$ cat config.mk
export PLATFORM = sky130hd
export DESIGN_NAME = external_memory_bus_unit
export DESIGN_NICKNAME = d
export VERILOG_FILES = /design/src/hdl/ext_bus_pkg.sv /design/src/hdl/external_memory_bus_unit.sv /design/src/hdl/sys_clock_divider.sv /design/src/hdl/io_port_mux.sv
export VERILOG_INCLUDE_DIRS = /design/src /design/src/hdl
export SDC_FILE = /design/constraint.sdc
export NUM_CORES = 1
export LEC_CHECK = 0
export BUFFER_PORTS_ARGS = -buffer_cell sky130_fd_sc_hd__buf_2
export CORE_MARGIN = 2
export CORE_UTILIZATION = 30
export DETAILED_ROUTE_END_ITERATION = 16
export GPL_ROUTABILITY_DRIVEN = 0
export PLACE_DENSITY_LB_ADDON = 0.2
export SYNTH_ARGS = -nofsm -noshare
export SYNTH_HDL_FRONTEND = slang
export SYNTH_SLANG_ARGS = --single-unit
$ cat constraint.sdc
create_clock -name i_core_clk -period 8 [get_ports i_core_clk]
set_input_delay 1.2 -clock i_core_clk [delete_from_list [all_inputs] [get_ports i_core_clk]]
set_output_delay 1.2 -clock i_core_clk [all_outputs]
set_load 0.05 [all_outputs]
$ cat src/hdl/ext_bus_defs.svh
// Constants for the external memory bus unit
`ifndef EXT_BUS_DEFS_SVH
`define EXT_BUS_DEFS_SVH
`define CLK_DIV_RATIO        2
`define MAIN_RAM_LO          16'hFE00
`define MAIN_RAM_HI          16'hFE7F
`define PERIPH_RAM_LO        16'hFC80
`define PERIPH_RAM_HI        16'hFD7F
`define EXT_AREA_LO          16'h8000
`define EXT_AREA_HI          16'hFDFE
`define MAIN_FAST_SYSCLK     2'h1
`define MAIN_MEM_SYSCLK      2'h2
`define PROG_FETCH_SYSCLK    2'h2
`define EXT_BASE_SYSCLK      2'h3
`define EXT_QUEUE_MAX        3'h3
`define INT_QUEUE_MAX        3'h5
`define SIZE_NONE            3'h0
`define SIZE_256             3'h1
`define SIZE_4K              3'h2
`define SIZE_16K             3'h3
`define SIZE_32K             3'h4
`endif

$ cat src/hdl/ext_bus_pkg.sv
// Types shared by the external memory bus unit
package ext_bus_pkg;
  typedef enum logic [1:0] {
    acc_register,
    acc_short,
    acc_memory,
    acc_fetch
  } access_mode_type;

  typedef struct packed {
    logic            valid;
    logic            write;
    access_mode_type mode;
    logic [15:0]     addr;
    logic [7:0]      wdata;
  } bus_request_type;

  typedef struct packed {
    logic       done;
    logic [7:0] rdata;
    logic       external;
  } bus_answer_type;

  typedef struct packed {
    logic [7:0] out_data;
    logic [7:0] dir_out;
  } port_ctrl_type;
endpackage

$ cat src/hdl/external_memory_bus_unit.sv
// Bus control unit: clock, access timing and multiplexed external bus
`timescale 1ns/1ps
`default_nettype none
`include "ext_bus_defs.svh"
module external_memory_bus_unit
  import ext_bus_pkg::*;
(
  // Clock and reset
  input  wire logic            i_core_clk,
  input  wire logic            i_rst,
  // Configuration
  input  wire logic [2:0]      i_external_memory_size_setting,
  input  wire logic [7:0]      i_wait_control_internal,
  input  wire logic [7:0]      i_wait_control_external,
  input  wire logic            i_address_wait_select_low,
  input  wire logic            i_address_wait_select_high,
  // Processor request and answer
  input  wire bus_request_type i_req,
  output logic                 o_req_ready,
  output bus_answer_type       o_ans,
  output logic [2:0]           o_queue_limit,
  output logic                 o_int_read,
  // Internal memory data
  input  wire logic [7:0]      i_int_rdata,
  // General-purpose port control
  input  wire port_ctrl_type   i_low_port_ctrl,
  input  wire port_ctrl_type   i_high_port_ctrl,
  output logic [7:0]           o_low_port_in,
  output logic [7:0]           o_high_port_in,
  // External bus pins
  input  wire logic [7:0]      i_muxed_low_address_data,
  output logic [7:0]           o_muxed_low_address_data,
  output logic [7:0]           o_muxed_low_address_data_oe,
  input  wire logic [7:0]      i_high_address_lines,
  output logic [7:0]           o_high_address_lines,
  output logic [7:0]           o_high_address_lines_oe,
  output logic                 o_address_latch_strobe,
  output logic                 o_read_strobe_n,
  output logic                 o_store_strobe_n,
  input  wire logic            i_wait_n,
  output logic                 o_system_clock_output
);
  // ------------------------------------------------------------
  // Clock
  // ------------------------------------------------------------
  logic sys_tick;

  sys_clock_divider u_div (
    .i_core_clk            (i_core_clk),
    .i_rst                 (i_rst),
    .o_sys_tick            (sys_tick),
    .o_system_clock_output (o_system_clock_output)
  );

  // ------------------------------------------------------------
  // Address decode
  // ------------------------------------------------------------
  typedef enum logic [2:0] {
    st_idle,
    st_internal,
    st_addr,
    st_data,
    st_done
  } bus_state_type;

  bus_state_type state_reg;
  bus_state_type state_next;
  logic [15:0]   ext_top;
  logic          in_main;
  logic          in_periph;
  logic          in_ext;
  logic [7:0]    high_owned;
  logic [15:0]   a;

  assign a = i_req.addr;
  assign in_main   = (a >= `MAIN_RAM_LO) && (a <= `MAIN_RAM_HI);
  assign in_periph = (a >= `PERIPH_RAM_LO) && (a <= `PERIPH_RAM_HI);

  // External window grows up from the area base
  always_comb begin
    case (i_external_memory_size_setting)
      `SIZE_256: ext_top = `EXT_AREA_LO + 16'h00FF;
      `SIZE_4K:  ext_top = `EXT_AREA_LO + 16'h0FFF;
      `SIZE_16K: ext_top = `EXT_AREA_LO + 16'h3FFF;
      `SIZE_32K: ext_top = `EXT_AREA_HI;
      default:   ext_top = 16'h0000;
    endcase
  end

  assign in_ext = (i_external_memory_size_setting != `SIZE_NONE)
               && (a >= `EXT_AREA_LO) && (a <= ext_top)
               && !in_main && !in_periph;

  always_comb begin
    case (i_external_memory_size_setting)
      `SIZE_4K:  high_owned = 8'h0F;
      `SIZE_16K: high_owned = 8'h3F;
      `SIZE_32K: high_owned = 8'hFF;
      default:   high_owned = 8'h00;
    endcase
  end

  // ------------------------------------------------------------
  // Access timing
  // ------------------------------------------------------------
  logic [1:0]  base_clks;
  logic [1:0]  prog_waits;
  logic [7:0]  wait_field;
  logic        aw_sel;
  logic        ext_cycle;
  logic [2:0]  count_reg;
  logic [2:0]  count_next;
  logic [2:0]  aw_reg;
  logic        is_ext_reg;
  bus_request_type req_reg;

  assign ext_cycle = in_ext || in_periph;
  assign wait_field = in_ext ? i_wait_control_external
                             : i_wait_control_internal;
  // Two bits per 16K block select extra waits
  assign prog_waits = wait_field[{a[15:14], 1'b0} +: 2];
  assign aw_sel = a[15] ? i_address_wait_select_high
                        : i_address_wait_select_low;

  always_comb begin
    if (in_main && (i_req.mode != acc_memory))
      base_clks = `MAIN_FAST_SYSCLK;
    else if (in_main)
      base_clks = `MAIN_MEM_SYSCLK;
    else if (ext_cycle)
      base_clks = `EXT_BASE_SYSCLK;
    else
      base_clks = `PROG_FETCH_SYSCLK;
  end

  // Prefetch depth depends on where code lives
  assign o_queue_limit = in_ext ? `EXT_QUEUE_MAX : `INT_QUEUE_MAX;

  // Peripheral RAM runs the bus sequence at external pace but stays
  // on chip, so its reads count as internal reads
  logic busy_phase;

  assign busy_phase  = (state_reg == st_internal)
                    || (state_reg == st_addr)
                    || (state_reg == st_data);
  assign o_req_ready = (state_reg == st_idle);
  assign o_int_read  = busy_phase && !is_ext_reg && !req_reg.write;

  // ------------------------------------------------------------
  // Sequencer, stepped on system clock ticks
  // ------------------------------------------------------------
  always_comb begin
    state_next = state_reg;
    count_next = count_reg;
    case (state_reg)
      st_idle: begin
        if (i_req.valid) begin
          state_next = ext_cycle ? st_addr : st_internal;
          // Main RAM waits do not apply; they are not slow memory
          count_next = 3'(base_clks)
                     + (in_main ? 3'h0 : 3'(prog_waits)) - 3'h1;
        end
      end
      st_internal: begin
        if (count_reg == 3'h0)
          state_next = st_done;
        else
          count_next = count_reg - 3'h1;
      end
      st_addr: begin
        // Address phase lasts one clock, two with address wait
        if (aw_reg == 3'h0) begin
          state_next = st_data;
          count_next = count_reg - 3'h1;
        end
      end
      st_data: begin
        if (count_reg == 3'h0) begin
          // Only a true external cycle listens to the wait pin
          if (i_wait_n || !is_ext_reg)
            state_next = st_done;
        end else begin
          count_next = count_reg - 3'h1;
        end
      end
      st_done: state_next = st_idle;
      default: state_next = st_idle;
    endcase
  end

  // ------------------------------------------------------------
  // Read data source
  // ------------------------------------------------------------
  logic [7:0] cap_data;

  // Pins for true external cycles, internal array for everything else
  assign cap_data = is_ext_reg ? i_muxed_low_address_data : i_int_rdata;

  logic [7:0] rdata_reg;
  logic       done_reg;

  always_ff @(posedge i_core_clk) begin
    if (i_rst) begin
      state_reg  <= st_idle;
      count_reg  <= 3'h0;
      aw_reg     <= 3'h0;
      is_ext_reg <= 1'b0;
      req_reg    <= '0;
      rdata_reg  <= 8'h00;
      done_reg   <= 1'b0;
    end else begin
      done_reg <= 1'b0;
      if (sys_tick) begin
        state_reg <= state_next;
        count_reg <= count_next;
        if (state_reg == st_idle && i_req.valid) begin
          req_reg    <= i_req;
          // Peripheral RAM is on chip: no strobes or low-line drive, but its high address byte still shows on the high lines that the size setting gives to the bus
          is_ext_reg <= in_ext;
          aw_reg     <= aw_sel ? 3'h1 : 3'h0;
        end else if (state_reg == st_addr && aw_reg != 3'h0) begin
          aw_reg <= aw_reg - 3'h1;
        end
        if (state_next == st_done)
          rdata_reg <= cap_data;
        done_reg <= (state_next == st_done);
      end
    end
  end

  assign o_ans.done     = done_reg;
  assign o_ans.rdata    = rdata_reg;
  assign o_ans.external = is_ext_reg;

  // ------------------------------------------------------------
  // Pins
  // ------------------------------------------------------------
  logic       addr_phase;
  logic       data_phase;
  logic       bus_busy;
  logic [7:0] low_bus_out;
  logic [7:0] low_bus_oe;
  logic [7:0] low_dir;

  // Peripheral RAM cycles keep the strobes quiet on the pins
  assign addr_phase = (state_reg == st_addr) && is_ext_reg;
  assign data_phase = (state_reg == st_data) && is_ext_reg;
  assign bus_busy   = (i_external_memory_size_setting != `SIZE_NONE);

  assign o_address_latch_strobe = addr_phase;
  assign o_read_strobe_n  = !(data_phase && !req_reg.write);
  assign o_store_strobe_n = !(data_phase && req_reg.write);

  // Address then data on the shared lines; released for reads
  assign low_bus_out = addr_phase ? req_reg.addr[7:0]
                                  : req_reg.wdata;
  assign low_bus_oe  = {8{addr_phase || (data_phase && req_reg.write)}};
  assign low_dir     = {8{i_low_port_ctrl.dir_out[0]}};

  io_port_mux #(.WIDTH(8)) u_low (
    .i_bus_owned (8'(0) | {8{bus_busy}}),
    .i_bus_out   (low_bus_out),
    .i_bus_oe    (low_bus_oe),
    .i_gpio_out  (i_low_port_ctrl.out_data),
    .i_gpio_dir  (low_dir),
    .o_pin       (o_muxed_low_address_data),
    .o_pin_oe    (o_muxed_low_address_data_oe)
  );

  io_port_mux #(.WIDTH(8)) u_high (
    .i_bus_owned (high_owned),
    .i_bus_out   (req_reg.addr[15:8]),
    .i_bus_oe    (high_owned),
    .i_gpio_out  (i_high_port_ctrl.out_data),
    .i_gpio_dir  (i_high_port_ctrl.dir_out),
    .o_pin       (o_high_address_lines),
    .o_pin_oe    (o_high_address_lines_oe)
  );

  assign o_low_port_in  = i_muxed_low_address_data;
  assign o_high_port_in = i_high_address_lines;
endmodule
`default_nettype wire

$ cat src/hdl/sys_clock_divider.sv
// Halves the oscillator into a system clock enable and clock output
`timescale 1ns/1ps
`default_nettype none
`include "ext_bus_defs.svh"
module sys_clock_divider (
  // Clock and reset
  input  wire logic i_core_clk,
  input  wire logic i_rst,
  // System clock
  output logic      o_sys_tick,
  output logic      o_system_clock_output
);
  logic phase_reg;
  logic clk_out_reg;

  // Tick once every two oscillator periods
  assign o_sys_tick            = phase_reg;
  assign o_system_clock_output = clk_out_reg;

  always_ff @(posedge i_core_clk) begin
    if (i_rst) begin
      phase_reg   <= 1'b0;
      clk_out_reg <= 1'b0;
    end else begin
      phase_reg   <= ~phase_reg;
      clk_out_reg <= ~phase_reg;
    end
  end
endmodule
`default_nettype wire

$ cat src/hdl/io_port_mux.sv
// One port pin group: bus function or general-purpose I/O per bit
`timescale 1ns/1ps
`default_nettype none
module io_port_mux #(
  parameter int WIDTH = 8
) (
  // Selection
  input  wire logic [WIDTH-1:0] i_bus_owned,
  input  wire logic [WIDTH-1:0] i_bus_out,
  input  wire logic [WIDTH-1:0] i_bus_oe,
  // General-purpose side
  input  wire logic [WIDTH-1:0] i_gpio_out,
  input  wire logic [WIDTH-1:0] i_gpio_dir,
  // Pin side
  output logic      [WIDTH-1:0] o_pin,
  output logic      [WIDTH-1:0] o_pin_oe
);
  // Refuse a port group with no pins before anything is built
  if (WIDTH < 1) begin : g_width_check
    $error("io_port_mux width must be positive");
  end

  assign o_pin    = (i_bus_owned & i_bus_out) | (~i_bus_owned & i_gpio_out);
  assign o_pin_oe = (i_bus_owned & i_bus_oe) | (~i_bus_owned & i_gpio_dir);
endmodule
`default_nettype wire

==> Word-level counts from Yosys, hierarchy flattened <==
Cells that the tools add are included.
{ "word_totals": {"register_bits": 45, "latch_bits": 0, "mem_bits_rw": 0, "rom_bits": 0, "in_bits": 108, "output_inout_bits": 67, "elab_cells": 112, "mem_count": 0} }
{ "op_classes": {"addsub": 4, "mul": 0, "n_div": 0, "n_lt_le_gt_ge": 6, "eq_ne": 12, "shifts": 1, "mux": 25, "n_bitwise": 15, "reduce_logical": 39} }
{ "ops": {"columns": ["cell", "count"], "rows": [
  ["bitwise AND 8 bit", 8],
  ["case mux 16 bit (4 select lines)", 1],
  ["greater-or-equal comparator 16 bit, second input constant", 3],
  ["two-way mux 3 bit", 11],
  ["less-or-equal comparator 16 bit, second input constant", 2],
  ["bitwise OR 8 bit", 4],
  ["two-way mux 8 bit", 3],
  ["case mux 8 bit (3 select lines)", 1],
  ["less-or-equal comparator 16 bit", 1],
  ["inverter 8 bit", 2],
  ["logical AND 1 bit", 15],
  ["== test 3 x 2 -> 1 bit, second input constant", 4],
  ["case mux 3 bit (4 select lines)", 1],
  ["logical NOT 3 bit", 3],
  ["case mux 3 bit (3 select lines)", 1],
  ["nonzero test 3 bit", 3],
  ["subtractor 3 x 1 -> 3 bit, second input constant", 3],
  ["indexed part select 8 x 4 -> 2 bit", 1],
  ["== test 3 x 1 -> 1 bit, second input constant", 2],
  ["== test 3 bit, second input constant", 2],
  ["logical NOT 1 bit", 6],
  ["two-way mux 2 bit", 3],
  ["inequality test 2 bit, second input constant", 3],
  ["AND reduction 2 bit", 3],
  ["other kinds (8)", 16]
]} }

==> Depth between registers and ports, before layout <==
{ "depth": {"ltp_word": 14, "depth_mapped": 19} }

==> Cells and area by module <==
From an unflattened synthesis, not the netlist that was laid out.
{ "unflattened": {"hier_cells": 389, "hier_area_um2": 3314.4} }
{ "by_module_without_submodules": {"columns": ["module", "n_inst", "cells_each", "area_each_um2"], "rows": [
  ["external_memory_bus_unit", 1, 354, 2817.7],
  ["io_port_mux", 2, 16, 232.7],
  ["sys_clock_divider", 1, 3, 31.3]
]} }

==> Worst setup path after synthesis <==
Ideal clock, no wire load.
{ "synth_timing": {"path_type": "in2reg", "start": "input port i_external_memory_size_setting[2]", "end": "register count_reg[2]", "arrival_ns": 5.254, "t_required_ns": 7.905, "path_slack_ns": 2.651, "stages": 19, "path_buffers": 2, "cell_sequence": "or3_1 > clkbuf_1 > clkbuf_1 > nand2_1 > ha_1 > nand4_2 > nor2_1 > or3_1 > o41a_1 > nor2_2 > mux4_2 > a22oi_1 > ha_1 > inv_1 > ha_1 > xnor2_1 > nand2_1 > o21ai_0 > a221oi_1"} }
{ "synth_via": {"elab_chain_len": 14, "word_cells_on_any_way": 22} }
{ "synth_rtl": {"columns": ["element", "line", "text"], "rows": [
  ["start: declaration", "external_memory_bus_unit.sv:12", "input wire logic [2:0] i_external_memory_size_setting,"],
  ["== test 3 bit, or another cell as far along", "external_memory_bus_unit.sv:81", "case (i_external_memory_size_setting)"],
  ["case mux 16 bit (4 select lines)", "external_memory_bus_unit.sv:81", null],
  ["less-or-equal comparator 16 bit", "external_memory_bus_unit.sv:91", "&& (a >= `EXT_AREA_LO) && (a <= ext_top)"],
  ["logical AND 1 bit * (3 in series)", "external_memory_bus_unit.sv:90", "assign in_ext = (i_external_memory_size_setting != `SIZE_NONE)"],
  ["via in_ext", "external_memory_bus_unit.sv:71", "logic in_ext;"],
  ["branches (longest 4 deep; another with two-way mux 8 bit)", null, null],
  ["adder 2 x 2 -> 3 bit *", "external_memory_bus_unit.sv:161", "+ (in_main ? 3'h0 : 3'(prog_waits)) - 3'h1;"],
  ["subtractor 3 x 1 -> 3 bit *", "external_memory_bus_unit.sv:161", null],
  ["two-way mux 3 bit *", "external_memory_bus_unit.sv:157", "if (i_req.valid) begin"],
  ["case mux 3 bit (3 select lines) *", "external_memory_bus_unit.sv:155", "case (state_reg)"],
  ["end signal: assignment", "external_memory_bus_unit.sv:215", "count_reg <= count_next;"],
  ["end: declaration", "external_memory_bus_unit.sv:111", "logic [2:0] count_reg;"]
]} }
Mark *: on every way through the listed nets, which the timed path passes. The select of a mux whose other input is x is not followed.
A chain may end at the register's enable or synchronous reset.

==> Worst setup path after layout <==
{ "layout_timing": {"start": "input port i_external_memory_size_setting[0]", "end": "output port o_queue_limit[1]"} }
{ "layout_via": {"elab_chain_len": 7, "word_cells_on_any_way": 12} }
{ "layout_rtl": {"columns": ["element", "line", "text"], "rows": [
  ["== test 3 bit, or another cell as far along", "external_memory_bus_unit.sv:81", null],
  ["case mux 16 bit (4 select lines)", "external_memory_bus_unit.sv:81", null],
  ["less-or-equal comparator 16 bit", "external_memory_bus_unit.sv:91", null],
  ["logical AND 1 bit * (3 in series)", "external_memory_bus_unit.sv:90", null],
  ["two-way mux 3 bit (no line) *", null, null],
  ["end: declaration", "external_memory_bus_unit.sv:21", "output logic [2:0] o_queue_limit,"]
]} }
Mark *: on every way between the ends. The rest lies on a longest branch, timed or not.

==> impl_results.md <==
* Result of the run: finished, final reports clean
* Placement row count at 37
* Number of buffers inserted during clock tree synthesis at 5
* DRT Pass-1 Iters at 4
* All-Layer GR Usage at 0.145
* Final hold violations at 0
* EDFF count, synth at 0
* Number of distinct library cells after synthesis at 52
* Net count of the mapped netlist at about 530
* Antenna violations before repair at 0
* Data arrival time of the worst path at between 4 and 5 ns
* Die area at roughly 11,000 um^2
* Final worst path period need at between 5 and 6 ns
* Worst-path cell chain: buf_2 > nor2_1 > nand2_1 > o21ai_0 > inv_1 > ha_1 > nand4_2 > nor2_1 > or3_1 > o41a_1 > nor2_2 > buf_2
* Number of buffers on the longest clock path at 2
* Type of the most critical hold path: register to register
* Reg area at between 900 and 1000 um^2
* Pin count of the biggest net entering global routing at 45
* Fraction of met1 tracks used by global routing at 0.175
* Combined area of all synthesized cells at around 3000 um^2
* Final period utilization at 0.670
* Longest individual stage delay on the worst path at roughly 0.53 ns
* Maximum resistive drop on vdd at 0.0662 mV
* Flip-flop cell with the highest count after synthesis: dfxtp_1
* # DRC at 0
* Hold_buf cts at 0
* CTS sink cnt at 45
* # placed instances at between 600 and 700
* Count of H-tree levels built during CTS at 2
* Clk pin slew, worst setup/hold paths at roughly 0.08 ns
* Setup violation total in the final timing report at 0
* Number of max-cap violations at 0
* Achievable clock frequency at approximately 190 MHz
* Placed wire-length estimate at a little over 6 mm
* PwrDens at 154 nW/um^2
* Fraction of layout instances using a drive strength above 1 at 0.340
* Drt initial violations at 108
* Starting utilization of the core area at 0.305
* Core occupancy in the finished layout at 0.377
* Internal reg-to-reg setup slack at ~5.9 ns
* Worst endpoint required time at about 6.8 ns
* Core region area at 10,100 um^2
* Final-report max-slew violation count at 0
* TritonCTS clock tree: done
* Antenna cells at 0
* Number of standard cells after synthesis at 404
* Flop and latch count out of synthesis at between 40 and 50
* DRT Wirelength at between 8 and 9 mm
* Total area of multi-input combinational cells at approximately 1900 um^2
* Setup tns final at 0 ns
* Vert. Die Dim at 105 um
* Cell leakage power at ~1.7 nW
* Setup CP Type: input pin to output port
* Library cell used as clock root buffer: clkbuf_8
* Commonest cells after routing, fill and taps aside: buf_2 (150), nand2_1 (74), dfxtp_1 (45)
* Global-route wire length before repair at 13.2 mm
* Slowest CP cell: o41a_1
* Flip-flop count of the largest register after layout at 25
* Number of global-route vias before repair at between 2,000 and 3,000
* Average cell area after synthesis at between 7 and 8 um^2
* Post-layout power at 0.588 mW
* Combined buffer and inverter count along the critical path at 3
* Routed via count at between 3,000 and 4,000
* Number of gates resized after cts at 0
* Critical path fanouts, max at 7
* Via density at approximately 4.7
* Smallest setup slack after layout at ~2.6 ns
* Transition time at the pin with the least slew margin at 1.03 ns
* GR met2 Demand/Resource at 0.266
* Worst Hold Slack at roughly 0.46 ns
* Routed wire length per instance at between 10 and 15 um
* Met3 GRT Util at 0.0340
* Cell Area, Placed at 3740 um^2
* Die boundary width at between 100 and 150 um
* IO Port Bufs at 150
* Setup repair after global routing missed its margin: no
* Area added between synthesis and finish at 23.6%
* Number of antenna-violating nets in the routed design at 0
* Cell area after layout at about 3800 um^2
* Element type at the critical path start: input pin
* Worst Setup End Kind: output port
* Commonest non-fill, non-tap cell in the layout: buf_2
* Final layout net count at between 600 and 700
* Total grt overflow at 0
* Worst-case clock skew at approximately 0.011 ns
* I/O pin cnt at approximately 180
* Post-layout instance count excluding filler cells at 651
* Cell family contributing the most delay on the critical path: simple AND/OR/NAND/NOR gates
* Worst slew margin relative to its limit at 0.314
* Buffers inserted by post-CTS timing repair at 0
* Insertion delay to the later sink of the worst-skew pair at 0.30 ns
* Number of warnings reported in the yosys synthesis log at 0
* Setup Slack @ Placement at roughly 2.3 ns
* Seq/Total Area, Yosys at 0.292
* Number of fillers in the final layout at ~1,100
* Busiest metal layer after global routing: met2
* Share of synthesized flip-flops with an asynchronous set or reset at 0
==> cells by family (layout without fill, tap and decap cells) <==
logic type                 Yosys count  after routing  share of synthesized area
muxes                               25             25                     0.0919
DFF                                 45             45                      0.292
adders and majority gates           22             22                     0.0891
AOI/OAI and AO/OA                   86             86                      0.173
buffers and inverters               63            174                      0.109
and+or+nand+nor                    160            160                      0.238
other                                1              1                    0.00121
xor gates and xnor gates             2              2                    0.00567
==> metal layers <==
metal	routed length (um)	share of wire
met3	513	0.063
met1	3600	0.44
met5	0	0
met4	35	0.0043
met2	4050	0.49
==> power by group <==
part | switching (mW) | internal (mW)
sequential | 0.00806 | 0.234
clock | 0.0790 | 0.0608
combinational | 0.136 | 0.0698
total | 0.223 | 0.365
==> synthesized netlist by cell type, types with 10 or more instances <==
cell | count | area, um^2
a21oi_1 | 40 | 200
a211oi_1 | 10 | 75.1
inv_1 | 15 | 56.3
nor2_1 | 36 | 135
clkbuf_1 | 20 | 75.1
ha_1 | 22 | 275
nand2_1 | 74 | 278
nand2b_1 | 10 | 62.6
buf_4 | 27 | 203
dfxtp_1 | 45 | 901
mux2i_1 | 16 | 160
o21ai_0 | 11 | 55.1
==> tightest hold or removal path: stages (launching register included) <==
cell and delay, ns:
dfxtp_1 0.31, nand2_1 0.05, a21oi_1 0.05
==> worst paths after layout <==
kind / cells past startpoint / endpoint / startpoint
setup / recovery: 12 / o_queue_limit[1] / i_external_memory_size_setting[0]
hold / removal: 2 / req_reg[5] / req_reg[5]
setup reg to reg: 5 / state_reg[2] / is_ext_reg
hold reg to reg: 2 / req_reg[5] / req_reg[5]
==> layout make-up <==
| type | count | area share |
|---|---|---|
| clock buffer | 6 | 0.0190 |
| clock inverter | 2 | 0.00262 |
| inverter | 15 | 0.0147 |
| multi-input combinational | 296 | 0.485 |
| sequential | 45 | 0.236 |
| tap | 136 | 0.0446 |
| timing repair buffer | 151 | 0.199 |
No activity file was read; power rests on OpenSTA's default activity.
